==> src/meter_consts.vh <==
// Purpose: Shared constants of the meter measurement settings block
// Assumes: 25 MHz main clock
// Notes:   Times are given in milliseconds, counts derived from them
`ifndef METER_CONSTS_VH
`define METER_CONSTS_VH

// ---------------------------------------------------------------
// Timing
// ---------------------------------------------------------------
`define CLK_KHZ          25000
`define HOLD_SHORT_MS    1000
`define HOLD_LONG_MS     3000
`define TICK_MS          100
`define HOLD_SHORT_CYC   (`HOLD_SHORT_MS * `CLK_KHZ)
`define HOLD_LONG_CYC    (`HOLD_LONG_MS * `CLK_KHZ)
`define TICK_CYC         (`TICK_MS * `CLK_KHZ)

// ---------------------------------------------------------------
// Setting levels (level indicator codes)
// ---------------------------------------------------------------
`define LVL_OPER         2'h0
`define LVL_INIT         2'h1
`define LVL_ADV          2'h2

// ---------------------------------------------------------------
// Parameter identifiers, bit 3 marks the advanced level
// ---------------------------------------------------------------
`define P_OUT1           4'h0
`define P_OUT2           4'h1
`define P_PWD            4'h2
`define P_AVG            4'h8
`define P_HYS1           4'h9
`define P_HYS2           4'hA
`define P_AZ             4'hB
`define P_SU             4'hC

// ---------------------------------------------------------------
// Field limits, encodings and reset values
// ---------------------------------------------------------------
`define PWD_VALUE        14'h00A9
`define MODE_UPPER       2'h0
`define MODE_LOWER       2'h1
`define MODE_OUTSIDE     2'h2
`define MODE_MAX         14'h0002
`define AVG_OFF          2'h0
`define AVG_MAX          14'h0003
`define HYS_MAX          14'h270F
`define AZ_MAX           14'h00C7
`define SU_MAX           14'h03E7
`define HYS_RESET        14'h0001
`define AZ_RESET         8'h32
`define SU_RESET         10'h000

`endif

==> src/limit_comparator.v <==
// Purpose: One comparative output with hysteresis
// Assumes: Readout and limits are unsigned display digits
// Notes:   Updates on each readout strobe, off while disabled
`timescale 1ns/1ns
`include "meter_consts.vh"

module limit_comparator (
  // Clock and reset
  input  wire        mclk_in,
  input  wire        sys_rst_in,
  input  wire        clk_en_in,
  // Measurement
  input  wire        enable_in,
  input  wire        sample_in,
  input  wire [15:0] readout_in,
  // Settings
  input  wire [15:0] limit_hi_in,
  input  wire [15:0] limit_lo_in,
  input  wire [13:0] hyst_in,
  input  wire [1:0]  mode_in,
  // Result
  output reg         active_out
);

  wire [13:0] eff_hyst;
  wire [16:0] read_plus;
  wire [16:0] lo_plus;
  wire        above;
  wire        below;
  wire        back_hi;
  wire        back_lo;
  reg         next_active;

  assign eff_hyst  = (hyst_in == 14'h0000) ? 14'h0001 : hyst_in;
  assign read_plus = {1'b0, readout_in} + {3'h0, eff_hyst};
  assign lo_plus   = {1'b0, limit_lo_in} + {3'h0, eff_hyst};
  assign above     = readout_in >= limit_hi_in;
  assign below     = readout_in <= limit_lo_in;
  assign back_hi   = read_plus <= {1'b0, limit_hi_in};
  assign back_lo   = {1'b0, readout_in} >= lo_plus;

  always @* begin
    next_active = active_out;
    case (mode_in)
      `MODE_UPPER: begin
        if (!active_out && above)
          next_active = 1'b1;
        else if (active_out && back_hi)
          next_active = 1'b0;
      end
      `MODE_LOWER: begin
        if (!active_out && below)
          next_active = 1'b1;
        else if (active_out && back_lo)
          next_active = 1'b0;
      end
      `MODE_OUTSIDE: begin
        if (!active_out && (above || below))
          next_active = 1'b1;
        else if (active_out && back_hi && back_lo)
          next_active = 1'b0;
      end
      default: next_active = 1'b0;
    endcase
  end

  always @(posedge mclk_in or posedge sys_rst_in) begin
    if (sys_rst_in)
      active_out <= 1'b0;
    else if (clk_en_in) begin
      if (!enable_in)
        active_out <= 1'b0;
      else if (sample_in)
        active_out <= next_active;
    end
  end

endmodule

==> src/meter_measure_settings.v <==
// Purpose: Averaging, hysteresis outputs, auto-zero, start-up delay
//          and the key driven setting levels of a panel meter
// Assumes: Keys and pulse input are asynchronous pins, active high;
//          raw samples come from logic on mclk_in
// Notes:   Settings are volatile; reset loads the default values
// Behaviour
// - Averaging off or 2, 4, 8
// - Two hysteresis values, 0 to 9999
// - Hysteresis zero acts as one
// - Auto-zero time 0.0 to 19.9 s
// - Frequency variant: no pulse for timeout forces zero
// - Start-up time 0.0 to 99.9 s
// - Measuring enables on the first clock after reset; the start-up time never delays it
// - Three second hold enters initial level
// - One second hold moves up a level
// - Password opens advanced level
// - Shift shows, shift edits, advance saves
// - Level indicator shows level code
// - Outputs upper, lower or outside action
`timescale 1ns/1ns
`include "meter_consts.vh"

module meter_measure_settings #(
  parameter HOLD_SHORT_CYCLES = `HOLD_SHORT_CYC,
  parameter HOLD_LONG_CYCLES  = `HOLD_LONG_CYC,
  parameter TICK_CYCLES       = `TICK_CYC
) (
  // Clock, reset, enable
  input  wire        mclk_in,
  input  wire        sys_rst_in,
  input  wire        clk_en_in,
  // Operator keys (pins)
  input  wire        level_key_in,
  input  wire        mode_key_in,
  input  wire        shift_key_in,
  input  wire        up_key_in,
  // Variant strap (pin)
  input  wire        freq_variant_in,
  // Measurement input
  input  wire        pulse_in,
  input  wire        raw_valid_in,
  input  wire [15:0] raw_value_in,
  // Comparison limits
  input  wire [15:0] limit1_hi_in,
  input  wire [15:0] limit1_lo_in,
  input  wire [15:0] limit2_hi_in,
  input  wire [15:0] limit2_lo_in,
  // Readout and outputs
  output reg  [15:0] readout_out,
  output reg         readout_valid_out,
  output wire        out1_out,
  output wire        out2_out,
  output reg         measure_enable_out,
  // Front panel display
  output reg  [1:0]  level_code_out,
  output reg  [3:0]  param_sel_out,
  output reg         show_value_out,
  output reg         blink_out,
  output reg  [13:0] edit_value_out,
  // Current settings
  output reg  [1:0]  averaging_count,
  output reg  [13:0] hyst1_out,
  output reg  [13:0] hyst2_out,
  output reg  [7:0]  autozero_time_out,
  output reg  [9:0]  startup_delay_time,
  output reg  [1:0]  out1_mode_out,
  output reg  [1:0]  out2_mode_out
);

  // -------------------------------------------------------------
  // Pin synchronisers and edge detection
  // -------------------------------------------------------------
  reg  [5:0] sync_a;
  reg  [5:0] sync_b;
  reg  [5:0] sync_d;
  wire [5:0] rise;
  wire       lvl_key;
  wire       freq_var;

  assign rise     = sync_b & ~sync_d;
  assign lvl_key  = sync_b[0];
  assign freq_var = sync_b[5];

  always @(posedge mclk_in or posedge sys_rst_in) begin
    if (sys_rst_in) begin
      sync_a <= 6'h00;
      sync_b <= 6'h00;
      sync_d <= 6'h00;
    end else if (clk_en_in) begin
      sync_a <= {freq_variant_in, pulse_in, up_key_in, shift_key_in,
                 mode_key_in, level_key_in};
      sync_b <= sync_a;
      sync_d <= sync_b;
    end
  end

  // -------------------------------------------------------------
  // Tenth second tick
  // -------------------------------------------------------------
  reg  [31:0] tick_cnt;
  wire        tick;

  assign tick = (tick_cnt == TICK_CYCLES - 1);

  always @(posedge mclk_in or posedge sys_rst_in) begin
    if (sys_rst_in)
      tick_cnt <= 32'h0000_0000;
    else if (clk_en_in)
      tick_cnt <= tick ? 32'h0000_0000 : tick_cnt + 32'h0000_0001;
  end

  // -------------------------------------------------------------
  // Start-up delay and auto-zero timers
  // -------------------------------------------------------------
  reg  [9:0] startup_cnt;
  reg  [7:0] az_cnt;
  wire       az_forced;

  assign az_forced = freq_var && (az_cnt >= autozero_time_out);

  always @(posedge mclk_in or posedge sys_rst_in) begin
    if (sys_rst_in) begin
      startup_cnt        <= 10'h000;
      measure_enable_out <= 1'b0;
      az_cnt             <= 8'h00;
    end else if (clk_en_in) begin
      if (!measure_enable_out) begin
        if (!freq_var || startup_cnt >= startup_delay_time)
          measure_enable_out <= 1'b1;
        else if (tick)
          startup_cnt <= startup_cnt + 10'h001;
      end
      if (rise[4])
        az_cnt <= 8'h00;
      else if (tick && az_cnt != 8'hFF)
        az_cnt <= az_cnt + 8'h01;
    end
  end

  // -------------------------------------------------------------
  // Averaging of raw samples
  // -------------------------------------------------------------
  reg  [15:0] hist [0:7];
  reg  [3:0]  fill;
  reg  [18:0] sum;
  reg  [3:0]  avg_n;
  reg  [15:0] mean;
  integer     i;
  integer     j;

  always @* begin
    case (averaging_count)
      2'h1:    avg_n = 4'h2;
      2'h2:    avg_n = 4'h4;
      2'h3:    avg_n = 4'h8;
      default: avg_n = 4'h1;
    endcase
  end

  always @* begin
    sum = 19'h0_0000;
    for (i = 0; i < 8; i = i + 1) begin
      if (i < avg_n)
        sum = sum + {3'h0, hist[i]};
    end
    case (averaging_count)
      2'h1:    mean = sum[16:1];
      2'h2:    mean = sum[17:2];
      2'h3:    mean = sum[18:3];
      default: mean = sum[15:0];
    endcase
  end

  always @(posedge mclk_in or posedge sys_rst_in) begin
    if (sys_rst_in) begin
      for (j = 0; j < 8; j = j + 1)
        hist[j] <= 16'h0000;
      fill <= 4'h0;
    end else if (clk_en_in && measure_enable_out && raw_valid_in) begin
      hist[0] <= raw_value_in;
      for (j = 1; j < 8; j = j + 1)
        hist[j] <= hist[j-1];
      if (fill != 4'h8)
        fill <= fill + 4'h1;
    end
  end

  // Readout register, one strobe per new value
  reg sample_d;

  always @(posedge mclk_in or posedge sys_rst_in) begin
    if (sys_rst_in) begin
      sample_d          <= 1'b0;
      readout_out       <= 16'h0000;
      readout_valid_out <= 1'b0;
    end else if (clk_en_in) begin
      sample_d          <= measure_enable_out && raw_valid_in;
      readout_valid_out <= 1'b0;
      if (az_forced && measure_enable_out) begin
        if (readout_out != 16'h0000 || sample_d) begin
          readout_out       <= 16'h0000;
          readout_valid_out <= 1'b1;
        end
      end else if (sample_d && fill >= avg_n) begin
        readout_out       <= mean;
        readout_valid_out <= 1'b1;
      end
    end
  end

  // -------------------------------------------------------------
  // Comparative outputs
  // -------------------------------------------------------------
  // one comparator per output
  limit_comparator u_cmp1 (
    .mclk_in     (mclk_in),
    .sys_rst_in  (sys_rst_in),
    .clk_en_in   (clk_en_in),
    .enable_in   (measure_enable_out),
    .sample_in   (readout_valid_out),
    .readout_in  (readout_out),
    .limit_hi_in (limit1_hi_in),
    .limit_lo_in (limit1_lo_in),
    .hyst_in     (hyst1_out),
    .mode_in     (out1_mode_out),
    .active_out  (out1_out)
  );

  limit_comparator u_cmp2 (
    .mclk_in     (mclk_in),
    .sys_rst_in  (sys_rst_in),
    .clk_en_in   (clk_en_in),
    .enable_in   (measure_enable_out),
    .sample_in   (readout_valid_out),
    .readout_in  (readout_out),
    .limit_hi_in (limit2_hi_in),
    .limit_lo_in (limit2_lo_in),
    .hyst_in     (hyst2_out),
    .mode_in     (out2_mode_out),
    .active_out  (out2_out)
  );

  // -------------------------------------------------------------
  // Setting menu
  // -------------------------------------------------------------
  reg  [31:0] hold_cnt;
  reg         hold_used;
  reg  [13:0] cur_value;
  reg  [13:0] max_value;
  reg  [3:0]  next_param;
  reg  [13:0] pwd_entry;

  // Value and range of the selected parameter
  always @* begin
    case (param_sel_out)
      `P_OUT1: begin
        cur_value = {12'h000, out1_mode_out};
        max_value = `MODE_MAX;
      end
      `P_OUT2: begin
        cur_value = {12'h000, out2_mode_out};
        max_value = `MODE_MAX;
      end
      `P_AVG: begin
        cur_value = {12'h000, averaging_count};
        max_value = `AVG_MAX;
      end
      `P_HYS1: begin
        cur_value = hyst1_out;
        max_value = `HYS_MAX;
      end
      `P_HYS2: begin
        cur_value = hyst2_out;
        max_value = `HYS_MAX;
      end
      `P_AZ: begin
        cur_value = {6'h00, autozero_time_out};
        max_value = `AZ_MAX;
      end
      `P_SU: begin
        cur_value = {4'h0, startup_delay_time};
        max_value = `SU_MAX;
      end
      default: begin
        cur_value = pwd_entry;
        max_value = `HYS_MAX;
      end
    endcase
  end

  always @* begin
    case (param_sel_out)
      `P_OUT1: next_param = `P_OUT2;
      `P_OUT2: next_param = `P_PWD;
      `P_AVG:  next_param = `P_HYS1;
      `P_HYS1: next_param = `P_HYS2;
      `P_HYS2: next_param = freq_var ? `P_AZ : `P_AVG;
      `P_AZ:   next_param = `P_SU;
      `P_SU:   next_param = `P_AVG;
      default: next_param = `P_OUT1;
    endcase
  end

  always @(posedge mclk_in or posedge sys_rst_in) begin
    if (sys_rst_in) begin
      hold_cnt           <= 32'h0000_0000;
      hold_used          <= 1'b0;
      level_code_out     <= `LVL_OPER;
      param_sel_out      <= `P_OUT1;
      show_value_out     <= 1'b0;
      blink_out          <= 1'b0;
      edit_value_out     <= 14'h0000;
      pwd_entry          <= 14'h0000;
      averaging_count    <= `AVG_OFF;
      hyst1_out          <= `HYS_RESET;
      hyst2_out          <= `HYS_RESET;
      autozero_time_out  <= `AZ_RESET;
      startup_delay_time <= `SU_RESET;
      out1_mode_out      <= `MODE_UPPER;
      out2_mode_out      <= `MODE_UPPER;
    end else if (clk_en_in) begin
      if (!lvl_key) begin
        hold_cnt  <= 32'h0000_0000;
        hold_used <= 1'b0;
      end else if (!hold_used)
        hold_cnt <= hold_cnt + 32'h0000_0001;
      if (lvl_key && !hold_used && level_code_out == `LVL_OPER &&
          hold_cnt == HOLD_LONG_CYCLES - 1) begin
        hold_used      <= 1'b1;
        level_code_out <= `LVL_INIT;
        param_sel_out  <= `P_OUT1;
        show_value_out <= 1'b0;
        blink_out      <= 1'b0;
      end else if (lvl_key && !hold_used &&
                   level_code_out != `LVL_OPER &&
                   hold_cnt == HOLD_SHORT_CYCLES - 1) begin
        hold_used      <= 1'b1;
        level_code_out <= (level_code_out == `LVL_ADV) ?
                          `LVL_INIT : `LVL_OPER;
        param_sel_out  <= `P_OUT1;
        show_value_out <= 1'b0;
        blink_out      <= 1'b0;
      end else if (level_code_out != `LVL_OPER) begin
        if (rise[2] && !show_value_out)
          show_value_out <= 1'b1;
        else if (rise[2] && !blink_out) begin
          blink_out      <= 1'b1;
          edit_value_out <= cur_value;
        end else if (rise[3] && blink_out)
          edit_value_out <= (edit_value_out >= max_value) ?
                            14'h0000 : edit_value_out + 14'h0001;
        if (rise[1]) begin
          param_sel_out  <= next_param;
          show_value_out <= 1'b0;
          blink_out      <= 1'b0;
          if (blink_out) begin
            case (param_sel_out)
              `P_OUT1: out1_mode_out      <= edit_value_out[1:0];
              `P_OUT2: out2_mode_out      <= edit_value_out[1:0];
              `P_AVG:  averaging_count    <= edit_value_out[1:0];
              `P_HYS1: hyst1_out          <= edit_value_out;
              `P_HYS2: hyst2_out          <= edit_value_out;
              `P_AZ:   autozero_time_out  <= edit_value_out[7:0];
              `P_SU:   startup_delay_time <= edit_value_out[9:0];
              default: pwd_entry          <= edit_value_out;
            endcase
          end
          if (param_sel_out == `P_PWD && blink_out &&
              edit_value_out == `PWD_VALUE) begin
            level_code_out <= `LVL_ADV;
            param_sel_out  <= `P_AVG;
            pwd_entry      <= 14'h0000;
          end
        end
      end
    end
  end

endmodule

==> config.mk <==
export PLATFORM = sky130hd
export DESIGN_NAME = meter_measure_settings
export DESIGN_NICKNAME = d
export VERILOG_FILES = /design/src/limit_comparator.v /design/src/meter_measure_settings.v
export VERILOG_INCLUDE_DIRS = /design/src
export SDC_FILE = /design/constraint.sdc
export NUM_CORES = 1
export LEC_CHECK = 0
export ABC_AREA = 1
export BUFFER_PORTS_ARGS = -buffer_cell sky130_fd_sc_hd__buf_2
export CORE_MARGIN = 2
export CORE_UTILIZATION = 57
export DETAILED_ROUTE_END_ITERATION = 12
export MAX_ROUTING_LAYER = met4
export PLACE_DENSITY_LB_ADDON = 0.05
export RECOVER_POWER = 50
export SLEW_MARGIN = 25
export SYNTH_ARGS = -nofsm -noshare
export SYNTH_HDL_FRONTEND = slang
export SYNTH_HIERARCHICAL = 1
export SYNTH_SLANG_ARGS = --single-unit
==> constraint.sdc <==
create_clock -name mclk_in -period 8.9 [get_ports mclk_in]
set_input_delay 0.445 -clock mclk_in [delete_from_list [all_inputs] [get_ports mclk_in]]
set_output_delay 0.445 -clock mclk_in [all_outputs]
set_load 0.01 [all_outputs]
; Word level (Yosys, flattened, before mapping)
; Index checks and enable logic that the tools add are counted.
[word_totals]
inputBits = 90
ff_bits = 341
elab_cells = 270
output_inout_bits = 94
[classes]
add_sub_neg = 17
eq_ne = 33
reduce_logical = 79
n_lt_le_gt_ge = 20
n_bitwise = 7
n_mux = 78
[ops]
columns = op, n
row1 = $add 19x16->19, 7
row2 = $mux 19, 7
row3 = $mux 14, 8
row4 = $pmux 14 s7, 1
row5 = $mux 32, 3
row6 = $add 16x14->17, 4
row7 = $add 32x1->32 const B, 2
row8 = $mux 16, 4
row9 = $pmux 14 s4, 1
row10 = $reduce_and 7->1, 8
row11 = $pmux 16 s3, 1
row12 = $mux 1, 36
row13 = $ge 16x17->1, 2
row14 = $le 17x16->1, 2
row15 = $eq 32x22->1 const B, 1
row16 = $eq 32x25->1 const B, 1
row17 = $eq 32x27->1 const B, 1
row18 = $ge 16x16->1, 2
row19 = $le 16x16->1, 2
row20 = $logic_and 1x1->1, 29
row21 = $logic_not 14->1, 2
row22 = $pmux 4 s7, 1
row23 = $ne 4x2->1 const B, 6
row24 = $eq 4x4->1 const B, 5
row25 = other kinds (44), 98

; Logic depth before layout (Yosys ltp)
; Gate-level depths: netlist of run 1.
[logic_depth]
ltp_word = 21
mapped_depth = 70
depth_no_buf = 67

; By module
; The synthesis of run 1 kept the hierarchy.
[modules_own_cells]
columns = mod, seq_area_each_um2, n_inst, area_per_inst_um2, cells_per_inst
row1 = meter_measure_settings, 8464.4, 1, 22666.7, 3137
row2 = limit_comparator (u_cmp2), 25.0, 1, 3154.3, 509
row3 = limit_comparator (u_cmp1), 25.0, 1, 3150.5, 509

; Worst setup path after synthesis of run 1
; Ideal clock, no wire load.
[synth_timing]
path_type = register to register
start = register averaging_count[1]
end = register readout_out[15]
t_required_ns = 8.783
n_path_buf = 3
synth_period_minus_slack_ns = 8.620
path_stages_with_launch = 68
arrival_time_ns = 8.503
setup_ns = 0.117
path_slack_ns = 0.280
cell_sequence = dfrtp_1 clkbuf_1 nor2_1 inv_1 clkbuf_1 clkbuf_1 nand2_1 nand2_1 ha_1 inv_1 fa_1 inv_1 nand3_1 nand2_1 xnor2_1 nand2_1 nand2_1 inv_1 [... 32 more ...] nand3_1 o21ai_0 xnor2_1 a21oi_1 ha_1 nand2_1 nor2_1 inv_1 o221ai_1 a31oi_1 inv_1 nand2_1 a21oi_1 nand2_1 nand3_1 nand2_1 nand2_1 nand2_1
[synth_via]
elab_chain_len = 21
word_cells_on_any_way = 34
cone_classes = add/sub (7) / order compare (9) / eq/ne (3) / mux (12) / reduce/logical (3)
[synth_lines]
columns = element, line
row1 = start: declaration, meter_measure_settings.v:61  ; output reg [1:0] averaging_count,
row2 = start signal: assignment, meter_measure_settings.v:314  ; averaging_count <= `AVG_OFF;
row3 = start signal: assignment, meter_measure_settings.v:360  ; `P_AVG: averaging_count <= edit_value_out[1:0];
row4 = $eq 2x2->1 / $eq 2x1->1 (equally long branches), "meter_measure_settings.v:152, meter_measure_settings.v:166"
row5 = $pmux 4 s3, meter_measure_settings.v:152  ; case (averaging_count)
row6 = $lt 1x4->1, meter_measure_settings.v:163  ; if (i < avg_n)
row7 = $mux 16, meter_measure_settings.v:163
row8 = $add 19x16->19, meter_measure_settings.v:164  ; sum = sum + {3'h0, hist[i]};
row9 = $mux 19, meter_measure_settings.v:163
row10 = $add 19x16->19, meter_measure_settings.v:164
row11 = $mux 19, meter_measure_settings.v:163
row12 = [... 5 more ...], n/a
row13 = $mux 19, meter_measure_settings.v:163
row14 = $add 19x16->19, meter_measure_settings.v:164
row15 = $mux 19, meter_measure_settings.v:163
row16 = $add 19x16->19, meter_measure_settings.v:164
row17 = $mux 19, meter_measure_settings.v:163
row18 = $pmux 16 s3, meter_measure_settings.v:166  ; case (averaging_count)
row19 = $mux 16, meter_measure_settings.v:204  ; end else if (sample_d && fill >= avg_n) begin
row20 = $mux 16, meter_measure_settings.v:199  ; if (az_forced && measure_enable_out) begin
row21 = end signal: assignment, meter_measure_settings.v:205  ; readout_out <= mean;
row22 = end: declaration, meter_measure_settings.v:49  ; output reg [15:0] readout_out,
; Parallel ways exist; a longest one is shown, timed or not. The select of a mux whose other input is x is not followed.
; A chain may end at the register's enable or synchronous reset.

; Worst setup path in the final report of run 1
[layout_timing]
start = register hist[114] (netlist bit)
end = register readout_out[15]
[layout_via]
elab_chain_len = 18
[layout_lines]
columns = element, line
row1 = start: declaration, meter_measure_settings.v:143  ; reg [15:0] hist [0:7];
row2 = start signal: indexed assignment, meter_measure_settings.v:182  ; hist[j] <= hist[j-1];
row3 = $mux 16 (*), meter_measure_settings.v:163
row4 = $add 19x16->19, meter_measure_settings.v:164
row5 = $mux 19 (*), meter_measure_settings.v:163
row6 = $add 19x16->19, meter_measure_settings.v:164
row7 = $mux 19 (*), meter_measure_settings.v:163
row8 = $add 19x16->19, meter_measure_settings.v:164
row9 = $mux 19 (*), meter_measure_settings.v:163
row10 = $add 19x16->19, meter_measure_settings.v:164
row11 = [... 2 more ...], n/a
row12 = $mux 19 (*), meter_measure_settings.v:163
row13 = $add 19x16->19, meter_measure_settings.v:164
row14 = $mux 19 (*), meter_measure_settings.v:163
row15 = $add 19x16->19, meter_measure_settings.v:164
row16 = $mux 19 (*), meter_measure_settings.v:163
row17 = $pmux 16 s3 (*), meter_measure_settings.v:166
row18 = $mux 16 (*), meter_measure_settings.v:204
row19 = $mux 16 (*), meter_measure_settings.v:199
; Every way passes the cells marked *; elsewhere a longest branch is shown, timed or not. The select of a mux whose other input is x is not followed.

==> results.cfg, run 1 <==
[detailed_routing]
num_vias = 28900
ant_nets = 0
wirelength_um = 90900
first_iter_violations = 2513
vias_per_cell = 5.55
firstDrtPassIters = 6
routedWlPerCell_um = 17.4
drc_errors = 0

[cells_and_area]
area_growth_pct = 19.0
diodes = 0
final_common_cell = nand2_1
fin_cells = 5210
finalInstanceArea_um2 = 34500
drive_gt1_frac = 0.160
nets = 4934
most-common-layout-cells = nand2_1, inv_1, dfrtp_1

[logic_synthesis]
yosysTopAreaCellShare = 0.289
synth_cells = 4155
synth_area_leaders = dfrtp_1, nand2_1, ha_1
syn_nets = 4581
synthDistinctLibCells = 76
ys_ff_latch = 340
ys_seq_area_frac = 0.294
async_reset_ff_frac = 1.00
synth_edf_count = 0
syn_area_um2 = 29000
synth_top_area_cell = dfrtp_1
synth_top_flop_cell = dfrtp_1
yosysWarnings = 6
synth.avg_cell_area_um2 = 6.97

[clock_network]
htreeDepth = 2
clkTransAtPathRegs_ns = 0.06
clock-sinks = 340
cts-root-buf = clkbuf_16
cts_buffers = 40
clockBufferDepth = 3
clkLatencyLatePin_ns = 0.57
cts_tree = yes

[setup_path]
cp-end-kind = flip-flop
crit_type = reg -> reg
crit_top_cell = nand2_1
critPathRequiredTime_ns = 9.35
cp.arrival_ns = 9.18
crit_fanout = 6
startpoint_type = flip-flop
crit_path_max_incr_delay_ns = 0.43
slowest_stage = ha_2

[floorplan]
initial_core_util = 0.577
dieArea_um2 = 52600
rows = 82
ios = 184
coreArea_um2 = 50200
fp.dieW_um = 229
fp.dieH_um = 229

[pwr]
power.density_nw_per_um2 = 304
p_leak_nw = 17.9
irDropWorstVdd_mv = 0.259

[sta]
fin_hold_ws_ns = 0.0716
worst_pin_slew_ns = 5.04
period_share = 0.980
rsz0062_at_grt = true
clock_skew_ns = 0.0183
setup_slack_ns = 0.176
min_period_ns = 8.72
relSlewSlack = -2.36
fmax_mhz = 115
setup_viol = 0
drv_slew = 345
hold_viol = 0

[place]
dpl.cell_count = 5105
place.gp.congestion = 1.02
place_ws_ns = -0.304
io_buffers = 183
dpl.hpwl_um = 67700
dpl-instance-area_um2 = 31800

[global_route]
overflow = 0
grt_max_degree = 191
grt_pass1_wl_um = 140000
grt.total_usage = 0.342
grt_pass1_vias = 26200
antenna_found_initial = 0

[status]
violations = capacitance limit, slew limit
status = complete, but fails checks

[flow_run]
maxCapViolations = 4

[hold_path]
hp-class = in -> reg
## final cells by class
class	count	area, um^2
tap	672	841
clock inverter	13	150
sequential	340	8510
fill	4483	15700
multi-input combinational	3128	19000
timing repair buffer	411	2540
clock buffer	59	1170
inverter	587	2210
## cells by family (layout without fill, tap and decap cells)
kind of cell	after synthesis	count (layout)	synth area share
adders and majority gates	336	336	0.148
buffers and inverters	687	1070	0.0896
AOI/OAI and AO/OA	779	779	0.152
muxes	4	4	0.00143
DFF	340	340	0.294
xor gates and xnor gates	134	134	0.0410
and+or+nand+nor	1875	1875	0.274
## through the flow
| step | util | power (W) | TNS, ns |
|---|---|---|---|
| 6_report | 0.687 | 0.0105 | 0 |
| 5_1_grt | 0.687 | 0.0113 | -1.97 |
| 4_1_cts | 0.664 | 0.00976 | 0 |
| 3_5_place_dp | 0.635 | 0.00796 | -1.12 |
| 3_3_place_gp | 0.635 | 0.00791 | -0.820 |
| 2_1_floorplan | - | 0.00586 | 0 |
## registers in the layout (all words and copies together), names as in the netlist, 8 cells and up
| register | count |
|---|---|
| pwd_entry | 14 |
| hist | 128 |
| startup_delay_time | 10 |
| autozero_time_out | 8 |
| startup_cnt | 10 |
| edit_value_out | 14 |
| tick_cnt | 32 |
| hyst1_out | 14 |
| hyst2_out | 14 |
| readout_out | 16 |
| az_cnt | 8 |
| hold_cnt | 32 |
## repair_timing
action,in CTS,in global routing
pin swaps,18,138
buffers inserted,5,27
resized for setup,28,246
hold endpoints to repair,2,0
hold buffers,1,0
setup endpoints to repair,7,11
## routing by layer
layer / global-route usage / routed length (um) / vias to the layer above
li1: - / - / 14400
met1: 0.465 / 40700 / 13400
met2: 0.544 / 42200 / 935
met3: 0.0356 / 5310 / 158
met4: 0.0931 / 2610 / 0
met5: - / 0 / -
## report_power, final
group / internal (W) / switching, W / total (W)
Combinational: 0.00271 / 0.00376 / 0.00648
Sequential: 0.00183 / 0.000491 / 0.00232
Clock: 0.00100 / 0.000678 / 0.00168
Total: 0.00554 / 0.00493 / 0.0105
## critical path: cells and delay by family, from the launching register on
family                     cells  cell delay [ns]
AOI/OAI and AO/OA             24             3.24
xor gates and xnor gates       5             0.79
adders and majority gates      7             2.33
buffers and inverters          4             0.35
DFF                            1             0.41
and+or+nand+nor               19             1.46
## path summary, 6_finish.rpt
kind                                            start                            end  slack [ns]  depth (start not counted)
worst max-delay path            hist[114]$_DFFE_PP0P_    readout_out[15]$_DFFE_PP0P_        0.18                         59
worst min-delay path                 raw_value_in[14]          hist[126]$_DFFE_PP0P_        0.07                          3
worst max register to register  hist[114]$_DFFE_PP0P_    readout_out[15]$_DFFE_PP0P_        0.18                         59
worst min register to register  sync_a[4]$_DFFE_PP0P_          sync_a[4]$_DFFE_PP0P_        0.47                          2
max in group asynchronous                  sys_rst_in       tick_cnt[27]$_DFFE_PP0P_        1.94                          5
min in group asynchronous                  sys_rst_in  u_cmp1/active_out$_DFFE_PP0P_        0.43                          3
## cell usage after synthesis (27+ instances only)
cell	count
nand2_1	1158
nand3_1	178
a21oi_1	316
inv_1	563
ha_1	325
nor4_1	44
dfrtp_1	335
clkbuf_1	87
nor3_1	66
nand4_1	57
or2_2	27
o21ai_0	256
o21ai_1	42
nor2_1	282
xnor2_1	61
a31oi_1	32
xor2_1	71
No activity file was read; power rests on OpenSTA's default activity.
==> run 2: changes to the inputs <==
Settings changed: ABC_AREA 1 to default.
==> results.cfg, run 2 <==
[status]
status = complete, but fails checks
violations = capacitance limit, slew limit, setup timing

[logic_synthesis]
synth_top_flop_cell = dfrtp_1
synth_cells = 3298
synthDistinctLibCells = 95
synth_top_area_cell = dfrtp_1
yosysWarnings = 6
synth_commonest_cells = nand2_1, dfrtp_1, ha_1
synth.avg_cell_area_um2 = 8.37
post-synth-top-count-cell = nand2_1
synth_area_leaders = dfrtp_1, ha_1, nand2_1
synth_edf_count = 0
syn_nets = 3724
ys_ff_latch = 340
yosysTopAreaCellShare = 0.304
async_reset_ff_frac = 1.00
syn_area_um2 = 27600
ys_seq_area_frac = 0.308

[setup_path]
crit_top_cell = buf_4
startpoint_type = flip-flop
cp-end-kind = flip-flop
rrSetupSlack_ns = -0.57
r2r_cells = 54
critPathRequiredTime_ns = 9.36
slowest_stage = dfrtp_1
cp.arrival_ns = 9.93
crit_path_max_incr_delay_ns = 0.41
crit_type = reg -> reg
crit_fanout = 3

[global_route]
grt_max_degree = 200
overflow = 0
grt_pass1_vias = 26500
grt_pass1_wl_um = 139000
antenna_found_initial = 4
grt.total_usage = 0.357

[place]
io_buffers = 183
place.gp.congestion = 0.992
dpl.cell_count = 4276
dpl-instance-area_um2 = 31300
dpl.hpwl_um = 65800

[detailed_routing]
routedWlPerCell_um = 20.4
top_layer = met4
wl_met2_um = 44300
wirelength_um = 90400
ant_nets = 0
wl_met3_um = 5410
num_vias = 27000
firstDrtPassIters = 6
drc_errors = 0
wl_met1_um = 35600
first_iter_violations = 2406
vias_per_cell = 6.11

[cells_and_area]
final_util = 0.709
fin_cells = 4421
drive_gt1_frac = 0.207
final_common_cell = nand2_1
finalInstanceArea_um2 = 33800
area_growth_pct = 22.6
largest_register_ffs = 128
nFillCells = 3819
most-common-layout-cells = nand2_1, buf_4, dfrtp_1
nets = 4195
top_register = hist
reg_top3 = hist x128, hold_cnt x32, tick_cnt x32

[sta]
setup_viol = 6
drv_slew = 356
hold_viol = 0
finalSetupTns_ns = -1.48
relSlewSlack = -1.95
period_share = 1.06
worst_pin_slew_ns = 4.42
min_period_ns = 9.47
fmax_mhz = 106
setup_slack_ns = -0.568
clock_skew_ns = 0.0289
rsz0062_at_grt = true

[pwr]
irDropWorstVdd_mv = 0.595
p_leak_nw = 17.0
power.density_nw_per_um2 = 505

[floorplan]
rows = 80
fp.dieH_um = 224
coreArea_um2 = 47700
ios = 184
dieArea_um2 = 50200
initial_core_util = 0.578
fp.dieW_um = 224

[clock_network]
cts_buffers = 39
htreeDepth = 2
clkTransAtPathRegs_ns = 0.06
cts_tree = yes
cts-root-buf = clkbuf_16
clock-sinks = 340
clockBufferDepth = 3
clkLatencyLatePin_ns = 0.59

[hold_path]
whs_path_depth = 3
hp-class = in -> reg

[flow_run]
maxCapViolations = 5
==> run 2: changes by cell type in the layout (fill, tap and decap cells not counted), sizes merged, moves of 45 or more <==
cell    change
mux2       +56
buf       +125
inv       -409
nand2     -563
a21o      +101
o21ai      -86
a21oi     -130
nor2       -76
xnor2      +93
nand2b     +45
nand3     -112
==> run 2: power breakdown <==
group          total, W  internal, W  switching, W  leakage, nW
clock           0.00179      0.00107      0.000724        0.706
sequential      0.00209      0.00176      0.000324         4.44
combinational    0.0132      0.00680       0.00641         11.9
==> run 2: layer usage <==
metal  vias up  GRT usage
met1     13100      0.419
met2      1025      0.603
met5         -          -
met4         0      0.179
li1      12600          -
met3       298     0.0474
==> run 2: critical path, delay by kind of cell (launching register included) <==
kind / cells / cell delay, ns
AOI/OAI and AO/OA: 21 / 3.07
xor gates and xnor gates: 4 / 0.67
adders and majority gates: 7 / 2.09
buffers and inverters: 7 / 0.87
DFF: 1 / 0.41
muxes: 3 / 0.65
and+or+nand+nor: 12 / 1.55
==> run 2: worst paths after layout <==
path	endpoint	from
min in group asynchronous	u_cmp2/active_out$_DFFE_PP0P_	sys_rst_in
hold / removal	hist[127]$_DFFE_PP0P_	raw_value_in[15]
hold reg to reg	pwd_entry[0]$_DFFE_PP0P_	pwd_entry[0]$_DFFE_PP0P_
setup / recovery	readout_out[15]$_DFFE_PP0P_	hist[96]$_DFFE_PP0P_
setup reg to reg	readout_out[15]$_DFFE_PP0P_	hist[96]$_DFFE_PP0P_
max in group asynchronous	hold_cnt[26]$_DFFE_PP0P_	sys_rst_in
==> run 2: layout make-up <==
class,instances,area [um^2],share of cell area
clock buffer,50,1120,0.0330
tap,615,769,0.0227
antenna,7,17.5,0.000518
inverter,168,632,0.0187
multi-input combinational,2667,18900,0.560
timing repair buffer,553,3560,0.105
clock inverter,21,295,0.00872
sequential,340,8520,0.252
==> run 2: repair_timing <==
item | 4_1_cts | 5_1_grt
cloned | 0 | 0
buffers inserted | 38 | 30
hold endpoints to repair | 5 | 0
endpoints found under the setup margin | 7 | 9
hold buffers | 1 | 0
pin swaps | 77 | 91
gates resized for setup | 91 | 116
==> run 2: kinds of logic after synthesis <==
| group | share of synthesized area |
|---|---|
| multiplexers | 0.0279 |
| AO/OA/AOI/OAI | 0.182 |
| flip-flops | 0.308 |
| buffers and inverters | 0.0403 |
| XOR/XNOR | 0.0788 |
| AND/OR/NAND/NOR | 0.203 |
| adder cells (fa/ha/maj) | 0.160 |
==> run 2: per-stage QoR <==
step                      worst slack [ns]  hold slack, ns  total power (W)
after floorplan                    -0.0102           0.174          0.00837
after global placement              -0.369           0.328           0.0128
after detailed placement            -0.616           0.330           0.0131
after CTS                           -0.365          0.0416           0.0158
after global routing                -0.958          0.0534           0.0182
final                               -0.568          0.0646           0.0171
